<file path="src/pkg/pcir_pkg.sv">
// Package for the power controller input word bank.
// Assumes one 125 MHz clock domain and a 16-bit fieldbus word read port.
package pcir_pkg;

  // ------------------------------------------------------------------
  // Word geometry
  // ------------------------------------------------------------------
  localparam int unsigned WORD_W    = 16;
  localparam int unsigned ADDR_W    = 8;
  localparam int unsigned NUM_WORDS = 10;

  // Word offsets of the input bank; byte offset is twice the word offset.
  localparam logic [ADDR_W-1:0] OFS_RSVD0     = 8'h00;
  localparam logic [ADDR_W-1:0] OFS_RSVD1     = 8'h01;
  localparam logic [ADDR_W-1:0] OFS_LINE_FREQ = 8'h02;
  localparam logic [ADDR_W-1:0] OFS_OUT_VOLT  = 8'h03;
  localparam logic [ADDR_W-1:0] OFS_OUT_CURR  = 8'h04;
  localparam logic [ADDR_W-1:0] OFS_OUT_POWER = 8'h05;
  localparam logic [ADDR_W-1:0] OFS_STATUS    = 8'h06;
  localparam logic [ADDR_W-1:0] OFS_CMD_RB    = 8'h07;
  localparam logic [ADDR_W-1:0] OFS_SETPOINT  = 8'h08;
  localparam logic [ADDR_W-1:0] OFS_SCALE     = 8'h09;
  localparam int unsigned       BYTE_SHIFT    = 1;

  // ------------------------------------------------------------------
  // Upper limits of each parameter word; the lower limit is zero.
  // ------------------------------------------------------------------
  localparam logic [WORD_W-1:0] MAX_LINE_FREQ = 16'hFFFF;
  localparam logic [WORD_W-1:0] MAX_OUT_VOLT  = 16'h270F;
  localparam logic [WORD_W-1:0] MAX_OUT_CURR  = 16'h270F;
  localparam logic [WORD_W-1:0] MAX_OUT_POWER = 16'h0064;
  localparam logic [WORD_W-1:0] MAX_SETPOINT  = 16'h03FF;
  localparam logic [WORD_W-1:0] MAX_SCALE     = 16'h00FF;

  // ------------------------------------------------------------------
  // Status word bit positions
  // ------------------------------------------------------------------
  localparam int unsigned ST_SHORTED_THYR = 0;
  localparam int unsigned ST_HEATER_BREAK = 1;
  localparam int unsigned ST_OUT_ENABLED  = 2;
  localparam int unsigned ST_CURR_LIMIT   = 4;
  localparam int unsigned ST_THERMAL      = 5;
  localparam int unsigned ST_COMM_ALARM   = 6;
  localparam int unsigned ST_DIG_IN1      = 8;
  localparam int unsigned ST_DIG_IN2      = 9;
  localparam int unsigned ST_UNBALANCED   = 10;
  localparam int unsigned ST_PHASE_LOSS   = 13;
  localparam int unsigned ST_BAKEOUT      = 14;
  localparam int unsigned ST_THERM_LATCH  = 15;

  // Command word bit positions.
  localparam int unsigned CMD_LOCAL_SP  = 1;
  localparam int unsigned CMD_OUT_EN    = 2;
  localparam int unsigned CMD_LOCAL_ILM = 4;
  localparam logic [WORD_W-1:0] CMD_USED_MASK = 16'h0016;

  // Digital input used for enabling the output.
  typedef enum logic [1:0] {
    PCIR_DI_NONE,
    PCIR_DI_ONE,
    PCIR_DI_TWO
  } pcir_di_sel_t;

  // ------------------------------------------------------------------
  // Reset values
  // ------------------------------------------------------------------
  localparam logic [WORD_W-1:0] RST_WORD = 16'h0000;
  localparam logic              RST_BIT  = 1'b0;

endpackage

</file>
<file path="src/rtl/pcir_sync2.sv">
// Two-stage synchroniser for level inputs arriving from pins.
// Assumes the inputs are slow levels; no event is carried through it.
`timescale 1ns/1ns
module pcir_sync2 #(
  parameter int unsigned WIDTH = 2
) (
  input  wire logic             clk,
  input  wire logic             rst_n,
  input  wire logic [WIDTH-1:0] async_in,
  output logic      [WIDTH-1:0] sync_out
);

  // ------------------------------------------------------------------
  // Stages
  // ------------------------------------------------------------------
  // The first stage may go metastable, so only the second stage reads it.
  logic [WIDTH-1:0] meta_ff;
  logic [WIDTH-1:0] hold_ff;

  always_ff @(posedge clk or negedge rst_n) begin
    if (!rst_n) begin
      meta_ff <= '0;
      hold_ff <= '0;
    end else begin
      meta_ff <= async_in;
      hold_ff <= meta_ff;
    end
  end

  assign sync_out = hold_ff;

endmodule // pcir_sync2

</file>
<file path="src/rtl/pcir_input_regs.sv">
// Read-only input word bank of a thyristor power controller.
// Assumes measurement words, alarms and the written command word come from
// logic on clk; the two digital inputs come straight from pins.
`timescale 1ns/1ns
module pcir_input_regs
  import pcir_pkg::*;
#(
  parameter int unsigned DI_COUNT = 2
) (
  input  wire logic                clk,
  input  wire logic                rst_n,
  // Fieldbus word read port.
  input  wire logic                rd_req,
  input  wire logic                rd_byte_mode,
  input  wire logic [ADDR_W-1:0]   rd_addr,
  output logic      [WORD_W-1:0]   rd_data,
  output logic                     rd_ack,
  output logic                     rd_err,
  // Measurements in fieldbus units.
  input  wire logic [WORD_W-1:0]   line_freq_in,
  input  wire logic [WORD_W-1:0]   out_volt_in,
  input  wire logic [WORD_W-1:0]   out_curr_in,
  input  wire logic [WORD_W-1:0]   out_power_in,
  input  wire logic [WORD_W-1:0]   setpoint_in,
  input  wire logic [WORD_W-1:0]   scale_in,
  // Command word as written by the master.
  input  wire logic [WORD_W-1:0]   cmd_word_in,
  input  wire logic                port_rw_access,
  input  wire logic [1:0]          di_enable_sel,
  // Alarm and state levels.
  input  wire logic                shorted_thyristor,
  input  wire logic                heater_break,
  input  wire logic                current_limit,
  input  wire logic                thermal_alarm,
  input  wire logic                comm_alarm,
  input  wire logic                unbalanced_load,
  input  wire logic                phase_loss,
  input  wire logic                bakeout_active,
  input  wire logic                thermal_latch_clr,
  // Digital input pins.
  input  wire logic [DI_COUNT-1:0] dig_in,
  // Output enable towards the firing logic.
  output logic                     power_enable
);

  // ------------------------------------------------------------------
  // Pin synchronisation
  // ------------------------------------------------------------------
  logic [DI_COUNT-1:0] dig_sync;

  pcir_sync2 #(
    .WIDTH (DI_COUNT)
  ) u_di_sync (
    .clk      (clk),
    .rst_n    (rst_n),
    .async_in (dig_in),
    .sync_out (dig_sync)
  );

  // ------------------------------------------------------------------
  // Saturating capture of measurement words
  // ------------------------------------------------------------------
  // Inputs beyond range are clamped rather than wrapped, so a master that
  // scales by the maximum never sees a small value for a large quantity.
  logic [WORD_W-1:0] line_freq_ff;
  logic [WORD_W-1:0] out_volt_ff;
  logic [WORD_W-1:0] out_curr_ff;
  logic [WORD_W-1:0] out_power_ff;
  logic [WORD_W-1:0] setpoint_ff;
  logic [WORD_W-1:0] scale_ff;
  logic [WORD_W-1:0] nxt_line_freq;
  logic [WORD_W-1:0] nxt_out_volt;
  logic [WORD_W-1:0] nxt_out_curr;
  logic [WORD_W-1:0] nxt_out_power;
  logic [WORD_W-1:0] nxt_setpoint;
  logic [WORD_W-1:0] nxt_scale;

  assign nxt_line_freq = (line_freq_in > MAX_LINE_FREQ) ? MAX_LINE_FREQ : line_freq_in;
  assign nxt_out_volt  = (out_volt_in  > MAX_OUT_VOLT)  ? MAX_OUT_VOLT  : out_volt_in;
  assign nxt_out_curr  = (out_curr_in  > MAX_OUT_CURR)  ? MAX_OUT_CURR  : out_curr_in;
  assign nxt_out_power = (out_power_in > MAX_OUT_POWER) ? MAX_OUT_POWER : out_power_in;
  assign nxt_setpoint  = (setpoint_in  > MAX_SETPOINT)  ? MAX_SETPOINT  : setpoint_in;
  assign nxt_scale     = (scale_in     > MAX_SCALE)     ? MAX_SCALE     : scale_in;

  always_ff @(posedge clk or negedge rst_n) begin
    if (!rst_n) begin
      line_freq_ff <= RST_WORD;
      out_volt_ff  <= RST_WORD;
      out_curr_ff  <= RST_WORD;
      out_power_ff <= RST_WORD;
      setpoint_ff  <= RST_WORD;
      scale_ff     <= RST_WORD;
    end else begin
      line_freq_ff <= nxt_line_freq;
      out_volt_ff  <= nxt_out_volt;
      out_curr_ff  <= nxt_out_curr;
      out_power_ff <= nxt_out_power;
      setpoint_ff  <= nxt_setpoint;
      scale_ff     <= nxt_scale;
    end
  end

  // ------------------------------------------------------------------
  // Command readback
  // ------------------------------------------------------------------
  logic [WORD_W-1:0] cmd_rb_ff;
  logic [WORD_W-1:0] nxt_cmd_rb;

  // Only the local set point, enable and local current limit bits survive.
  assign nxt_cmd_rb = cmd_word_in & CMD_USED_MASK;

  always_ff @(posedge clk or negedge rst_n) begin
    if (!rst_n) begin
      cmd_rb_ff <= RST_WORD;
    end else begin
      cmd_rb_ff <= nxt_cmd_rb;
    end
  end

  // ------------------------------------------------------------------
  // Output enable
  // ------------------------------------------------------------------
  // With read-write access the command bit and a configured enabling input
  // must both be on; without it the master cannot gate the output, so only
  // the enabling input (if any) decides.
  pcir_di_sel_t di_sel;
  logic         di_gate;
  logic         nxt_power_enable;
  logic         power_enable_ff;

  assign di_sel  = pcir_di_sel_t'(di_enable_sel);
  assign di_gate = (di_sel == PCIR_DI_ONE) ? dig_sync[0] :
                   (di_sel == PCIR_DI_TWO) ? dig_sync[1] : 1'b1;
  assign nxt_power_enable = port_rw_access ? (cmd_rb_ff[CMD_OUT_EN] & di_gate)
                                           : di_gate;

  always_ff @(posedge clk or negedge rst_n) begin
    if (!rst_n) begin
      power_enable_ff <= RST_BIT;
    end else begin
      power_enable_ff <= nxt_power_enable;
    end
  end

  assign power_enable = power_enable_ff;

  // ------------------------------------------------------------------
  // Alarm capture and thermal latch
  // ------------------------------------------------------------------
  logic [WORD_W-1:0] status_ff;
  logic [WORD_W-1:0] nxt_status;
  logic              therm_latch_ff;
  logic              nxt_therm_latch;

  // A thermal alarm present in the clearing cycle keeps the latch set.
  assign nxt_therm_latch = thermal_alarm | (therm_latch_ff & ~thermal_latch_clr);

  always_ff @(posedge clk or negedge rst_n) begin
    if (!rst_n) begin
      therm_latch_ff <= RST_BIT;
    end else begin
      therm_latch_ff <= nxt_therm_latch;
    end
  end

  always_comb begin
    nxt_status                  = RST_WORD;
    nxt_status[ST_SHORTED_THYR] = shorted_thyristor;
    nxt_status[ST_HEATER_BREAK] = heater_break;
    nxt_status[ST_OUT_ENABLED]  = power_enable_ff;
    nxt_status[ST_CURR_LIMIT]   = current_limit;
    nxt_status[ST_THERMAL]      = thermal_alarm;
    nxt_status[ST_COMM_ALARM]   = comm_alarm;
    nxt_status[ST_DIG_IN1]      = dig_sync[0];
    nxt_status[ST_DIG_IN2]      = dig_sync[1];
    nxt_status[ST_UNBALANCED]   = unbalanced_load;
    nxt_status[ST_PHASE_LOSS]   = phase_loss;
    nxt_status[ST_BAKEOUT]      = bakeout_active;
    nxt_status[ST_THERM_LATCH]  = therm_latch_ff;
  end

  always_ff @(posedge clk or negedge rst_n) begin
    if (!rst_n) begin
      status_ff <= RST_WORD;
    end else begin
      status_ff <= nxt_status;
    end
  end

  // ------------------------------------------------------------------
  // Address decode
  // ------------------------------------------------------------------
  // In byte mode the word index is the byte offset halved; an odd byte
  // offset falls between words and is refused.
  logic [ADDR_W-1:0] word_idx;
  logic              odd_byte;
  logic              in_range;
  logic [WORD_W-1:0] sel_data;

  assign word_idx = rd_byte_mode ? (rd_addr >> BYTE_SHIFT) : rd_addr;
  assign odd_byte = rd_byte_mode & rd_addr[0];
  assign in_range = (word_idx < ADDR_W'(NUM_WORDS)) & ~odd_byte;

  always_comb begin
    sel_data = RST_WORD;
    unique case (word_idx)
      OFS_LINE_FREQ: sel_data = line_freq_ff;
      OFS_OUT_VOLT:  sel_data = out_volt_ff;
      OFS_OUT_CURR:  sel_data = out_curr_ff;
      OFS_OUT_POWER: sel_data = out_power_ff;
      OFS_STATUS:    sel_data = status_ff;
      OFS_CMD_RB:    sel_data = cmd_rb_ff;
      OFS_SETPOINT:  sel_data = setpoint_ff;
      OFS_SCALE:     sel_data = scale_ff;
      default:       sel_data = RST_WORD;
    endcase
    if (odd_byte) begin
      sel_data = RST_WORD;
    end
  end

  // ------------------------------------------------------------------
  // Read answer
  // ------------------------------------------------------------------
  // The answer follows the request by one clock; data holds until the
  // next request so a slow master may sample it late.
  logic [WORD_W-1:0] rd_data_ff;
  logic              rd_ack_ff;
  logic              rd_err_ff;

  always_ff @(posedge clk or negedge rst_n) begin
    if (!rst_n) begin
      rd_data_ff <= RST_WORD;
      rd_ack_ff  <= RST_BIT;
      rd_err_ff  <= RST_BIT;
    end else begin
      rd_ack_ff <= rd_req;
      if (rd_req) begin
        rd_data_ff <= sel_data;
        rd_err_ff  <= ~in_range;
      end
    end
  end

  assign rd_data = rd_data_ff;
  assign rd_ack  = rd_ack_ff;
  assign rd_err  = rd_err_ff;

endmodule // pcir_input_regs

</file>
<file path="config.mk">
export PLATFORM = sky130hd
export DESIGN_NAME = pcir_input_regs
export DESIGN_NICKNAME = d
export VERILOG_FILES = /design/src/pkg/pcir_pkg.sv /design/src/rtl/pcir_sync2.sv /design/src/rtl/pcir_input_regs.sv
export SDC_FILE = /design/constraint.sdc
export NUM_CORES = 1
export LEC_CHECK = 0
export BUFFER_PORTS_ARGS = -buffer_cell sky130_fd_sc_hd__buf_2
export CAP_MARGIN = 20
export CORE_MARGIN = 2
export CORE_UTILIZATION = 35
export CTS_CLUSTER_DIAMETER = 100
export DETAILED_ROUTE_END_ITERATION = 10
export PLACE_DENSITY = 0.62
export SLEW_MARGIN = 10
export SYNTH_ARGS = -nofsm -noshare
export SYNTH_HDL_FRONTEND = slang
export SYNTH_SLANG_ARGS = --single-unit
</file>
<file path="constraint.sdc">
create_clock -name clk -period 2.6 [get_ports clk]
set_input_delay 0.52 -clock clk [delete_from_list [all_inputs] [get_ports clk]]
set_output_delay 0.52 -clock clk [all_outputs]
set_load 0.05 [all_outputs]
</file>
* Word level (Yosys, flattened, before mapping) *
Cells that the tools add are included.

cells by class
  div/mod/pow operators = 0
  order comparisons = 7
  bitwise operators = 8
  shifts and indexed selects = 0
  mux-type cells = 12
  add/sub/neg operators = 0
  multiply operators = 0
  equal/unequal tests = 10
  reduce and logical (&&, ||, !) cells = 0

operators by type and width
  operator                                                                number
  16-bit one-hot mux with 8 select lines                                  1
  16-bit 2-to-1 mux                                                       7
  8-bit by 3-bit equality test with 1-bit output, second input constant   4
  16-bit by 14-bit > comparator with 1-bit output, second input constant  2
  8-bit by 2-bit equality test with 1-bit output, second input constant   2
  8-bit by 4-bit equality test with 1-bit output, second input constant   2
  16-bit by 10-bit > comparator with 1-bit output, second input constant  1
  16-bit > comparator, second input constant                              1
  16-bit by 7-bit > comparator with 1-bit output, second input constant   1
  16-bit by 8-bit > comparator with 1-bit output, second input constant   1
  8-bit by 4-bit < comparator with 1-bit output, second input constant    1
  8-bit 2-to-1 mux                                                        1
  1-bit AND                                                               4
  1-bit 2-to-1 mux                                                        3
  1-bit inverter                                                          3
  2-bit by 1-bit equality test with 1-bit output, second input constant   1
  2-bit equality test, second input constant                              1
  1-bit OR                                                                1

storage, ports and cells
  bits in registers = 135
  latch bits = 0
  input bits = 138
  memory bits (writable) = 0
  memories kept = 0
  bits in read-only memories = 0

* Logic depth before layout (Yosys ltp) *
  word-level depth = 5
  depth in mapped cells = 8

* Modules after synthesis *
A second synthesis with hierarchy kept.

unflattened totals
  cell total of the unflattened synthesis = 426
  area total of the unflattened synthesis = 5,281.3 um^2

modules (own cells, without submodules)
  module           cells an instance  area an instance (um^2)  instances  sequential area each (um^2)
  pcir_input_regs  422                5,181.2                  1          3,278.1
  pcir_sync2       4                  100.1                    1          100.1

* Worst setup path after synthesis *
Ideal clock, no wire load.

  path kind = input-to-reg
  from = in rd_addr[0]
  to = reg rd_data_ff[9] (netlist: rd_data[9])
  setup slack = 0.450 ns
  stages on the path = 6
  library setup time = 0.065 ns
  arrival time = 2.085 ns
  path buffers = 1
  cells stage by stage = or4b_4 > a2111oi_4 > buf_6 > a22oi_1 > a31oi_1 > a21o_1

between the ends
  longest elaborated chain between the ends = 4
  elaborated cells on any way between the ends = 12
  classes of those cells = 8 x eq/ne; 3 x mux; 1 x bitwise

ends and longest elaborated chain
  what                                                                          RTL line                text
  from (decl)                                                                   pcir_input_regs.sv:15   input wire logic [ADDR_W-1:0] rd_addr,
  8-bit 2-to-1 mux                                                              pcir_input_regs.sv:200  assign word_idx = rd_byte_mode ? (rd_addr >> BYTE_SHIFT) : rd_addr;
  8-bit by 4-bit equality test with 1-bit output, or another cell as far along  pcir_input_regs.sv:206  unique case (word_idx)
  16-bit one-hot mux with 8 select lines                                        pcir_input_regs.sv:206
  16-bit 2-to-1 mux (*)                                                         pcir_input_regs.sv:217  if (odd_byte) begin
  to (signal assigned)                                                          pcir_input_regs.sv:239  rd_data_ff <= sel_data;
  to (decl)                                                                     pcir_input_regs.sv:227  logic [WORD_W-1:0] rd_data_ff;

Every way passes the cells marked *; elsewhere a longest branch is shown, timed or not.
A chain may end at the register's enable or synchronous reset.

* Final worst setup path *
  from = in rd_byte_mode
  to = reg rd_data_ff[12] (netlist: rd_data[12])

between the ends
  longest elaborated chain between the ends = 4
  elaborated cells on any way between the ends = 12
  classes of those cells = 8 x eq/ne; 3 x mux; 1 x bitwise

ends and longest elaborated chain
  what                                                                          RTL line                text
  from (decl)                                                                   pcir_input_regs.sv:14   input wire logic rd_byte_mode,
  8-bit 2-to-1 mux                                                              pcir_input_regs.sv:200
  8-bit by 4-bit equality test with 1-bit output, or another cell as far along  pcir_input_regs.sv:206
  16-bit one-hot mux with 8 select lines                                        pcir_input_regs.sv:206
  16-bit 2-to-1 mux (*)                                                         pcir_input_regs.sv:217

Marks and branches as above.

==> flow_summary_export.csv <==
group,metric,value,unit
run_status,status,"complete, no violations",
timing,setup_tns,0,ps
routing,drc,0,
clock_network,clock_path_buffers,2,
grt,antenna_found_initial,0,
routing,dr.pass1.iters,5,
synth,yosys_warnings,0,
setup_path,critPathRequiredTime,2920,ps
floorplan,die-area,16600,um2
grt,grt_pass1_vias,4307,
timing,setup_viol,0,
final_layout,area_growth,30.8,%
placed_design,dp_hpwl,10600,um
final_layout,final_layout_size_suffix_gt1_frac,0.360,
clock_network,cts_made_buffers,17,
synth,synth_area,5460,um2
setup_path,r2r_slack,1150,ps
synth,synth_ff_type,"dfrtp_1",
floorplan,die_h,129,um
synth,synth_cell_types,58,
synth,synth.area.top_cells,"dfrtp_1, mux2i_1, or2_2, a32oi_1, nand2_1",
setup_path,end_kind,"register",
clock_network,cts.clk_slew.worst_paths,60,ps
final_layout,antenna_cells,0,
floorplan,num_io_pins,157,
floorplan,fp.coreArea,15200,um2
setup_path,path_class,"in -> reg",
power_and_ir_drop,power_density,676,nW/um2
grt,grt_pass1_wl,22400,um
power_and_ir_drop,power,4.83,mW
routing,route.vias.total,4183,
synth,synth-edff-count,0,
clock_network,ctsHoldBuffers,0,
setup_path,crit_path_start,"rd_byte_mode",
setup_path,r2r-start,"out_power_ff[1]$_DFF_PN0_",
synth,ys_ff_latch,135,
routing,routed_wirelength,14500,um
routing,antenna_left,0,
timing,fmax,0.479,GHz
setup_path,crit_fanout,18,
synth,yosysTopAreaCellShare,0.619,
job,cap_viol_max_count,0,
floorplan,die_x,129,um
timing,worst_pin_slew,697,ps
synth,synth_top_area_cell,"dfrtp_1",
grt,grt_usage,0.182,
power_and_ir_drop,power.leakage,3.22,nW
clock_network,cts_tree,"built",
timing,fin_crit_sh,0.803,
hold_path,hold_path_class,"in -> async",
setup_path,r2r_cells,5,
clock_network,post_cts_buffers,0,
timing,setup_slack,513,ps
timing,slew_violations,0,
timing,post-route-min-period,2090,ps
routing,routed_via_density,5.10,
placed_design,gp_congestion,0.828,
setup_path,startpoint_type,"input pin",
clock_network,cts-root-buf,"clkbuf_16",
clock_network,cts_sinks,135,
routing,drt_iter0_drc,320,
timing,finalHoldViolCount,0,
floorplan,std_cell_rows,45,
synth,ys_seq_area_frac,0.619,
placed_design,dp_slack,110,ps
clock_network,post_cts_resized,0,
clock_network,clk_latency,410,ps
synth,ys_async_sr_fraction,1.00,
timing,rsz0062_at_grt,"no",
final_layout,final_net_count,759,
synth,avgSynthCellArea,12.5,um2
clock_network,htree_levels,4,
routing,avgRoutedWirePerCell,17.6,um
grt,gr-total-overflow,0,
timing,clock_skew,8.07,ps
placed_design,port_buffers,143,
synth,synth_cells,435,
setup_path,cp.arrival,2410,ps
setup_path,rr_endpoint,"rd_data[1]$_DFFE_PN0P_",
floorplan,initial_core_util,0.359,
power_and_ir_drop,irDropWorstVdd,0.000543,V
timing,relSlewSlack,0.535,
grt,grt_max_degree,50,
-- where the power goes --
part / switching, mW / total, mW / internal [mW]
clock: 0.916 / 2.26 / 1.34
combinational: 0.210 / 0.362 / 0.152
sequential: 0.0324 / 2.20 / 2.17
-- kinds of logic after synthesis --
logic type	Yosys count	synth area share
flip-flops	135	0.619
other	1	0.000687
multiplexers	33	0.0608
AND/OR/NAND/NOR	141	0.148
buffers and inverters	29	0.0245
AO/OA/AOI/OAI	96	0.147
-- worst max-delay path, stage by stage --
cell       delay (ps)
buf_2             200
or3b_1            480
a2111oi_2         570
buf_4             220
nand2_1            50
and3_1            170
a32oi_1           210
-- cell usage after synthesis (2+ instances only) --
cell       instances
a31oi_1            9
dfrtp_1          135
nand3b_1           3
nand2_1           27
nor2b_1            2
inv_1              8
a32oi_1           14
nand3_1            6
a21oi_1            2
nor2_1            13
o2bb2ai_1          4
nor4_1             6
or2_2             27
o21a_1             2
o221ai_1           2
and3_1             9
a32o_1             2
a222oi_1           5
o22ai_1           14
buf_4              2
o21ai_0            4
or3b_1             2
a21o_1             7
a2111oi_0          2
buf_2              8
a22oi_1           13
nand2b_1           5
nand4bb_1          2
clkbuf_1           9
nand4_1            3
a2111oi_4          2
nor3_1             2
a22o_1             2
or3_1             11
a2111oi_2          2
and2_1            16
mux2i_1           32
-- placed cells by master (no fill, tap or decap), types with 3 or more instances in the layout --
master / synthesis / final
a32oi_1: 14 / 14
a22oi_1: 13 / 13
nand3_1: 6 / 6
a222oi_1: 5 / 5
a31oi_1: 9 / 9
nand2b_1: 5 / 5
mux2i_1: 32 / 32
buf_4: 2 / 17
o2bb2ai_1: 4 / 4
nor2_1: 13 / 13
nand2_1: 27 / 27
nand3b_1: 3 / 3
buf_2: 8 / 142
clkinv_4: 0 / 5
clkbuf_16: 0 / 17
o21ai_0: 4 / 4
and2_1: 16 / 16
nand4_1: 3 / 3
o22ai_1: 14 / 14
or2_2: 27 / 27
a21o_1: 7 / 7
dfrtp_1: 135 / 135
nor4_1: 6 / 6
and3_1: 9 / 9
or3_1: 11 / 11
conb_1: 1 / 27
inv_1: 8 / 8
inv_6: 0 / 3
clkinv_2: 0 / 3
-- final cells by class --
cell class	count	area (um2)
Clock buffer	18	439
Multi-Input combinational cell	297	2040
Fill cell	1401	8060
Inverter	8	30.0
Clock inverter	13	123
Timing Repair Buffer	162	890
Sequential cell	135	3380
Tap cell	188	235
-- per-stage QoR --
step / hold WS [ps] / area, um2 / util / instances
2_1_floorplan: 224 / 5560 / - / 461
3_3_place_gp: 333 / 6580 / 0.433 / 790
3_5_place_dp: 340 / 6580 / 0.433 / 790
4_1_cts: 28.6 / 7140 / 0.470 / 821
5_1_grt: 43.4 / 7140 / 0.470 / 821
6_report: 22.4 / 7140 / 0.470 / 821
-- registers in the layout (all words and copies together) (netlist names) --
register / flops
out_power_ff: 16
setpoint_ff: 16
rd_data: 16
scale_ff: 16
therm_latch_ff: 1
u_di_sync.sync_out: 2
rd_err: 1
line_freq_ff: 16
out_volt_ff: 16
out_curr_ff: 16
status_ff: 12
rd_ack: 1
cmd_rb_ff: 3
power_enable: 1
u_di_sync.meta_ff: 2
-- how the worst max path moves through the flow --
stage / endpoint / slack [ps] / cells after the start
floorplan: rd_data[9]$_DFFE_PN0P_ / 450 / 6
global placement: rd_data[13]$_DFFE_PN0P_ / 160 / 8
detailed placement: rd_data[13]$_DFFE_PN0P_ / 110 / 8
CTS: rd_data[12]$_DFFE_PN0P_ / 540 / 7
global route: rd_data[7]$_DFFE_PN0P_ / 430 / 7
finish: rd_data[12]$_DFFE_PN0P_ / 510 / 7
-- per-layer routing --
layer	vias to the layer above	GRT usage	share of wire
met1	2092	0.233	0.43
met3	9	0.0474	0.058
met2	123	0.302	0.50
li1	1959	-	-
met4	0	0.0614	0.012
met5	-	0	0
Note: power is estimated with default switching activity, not from simulation.
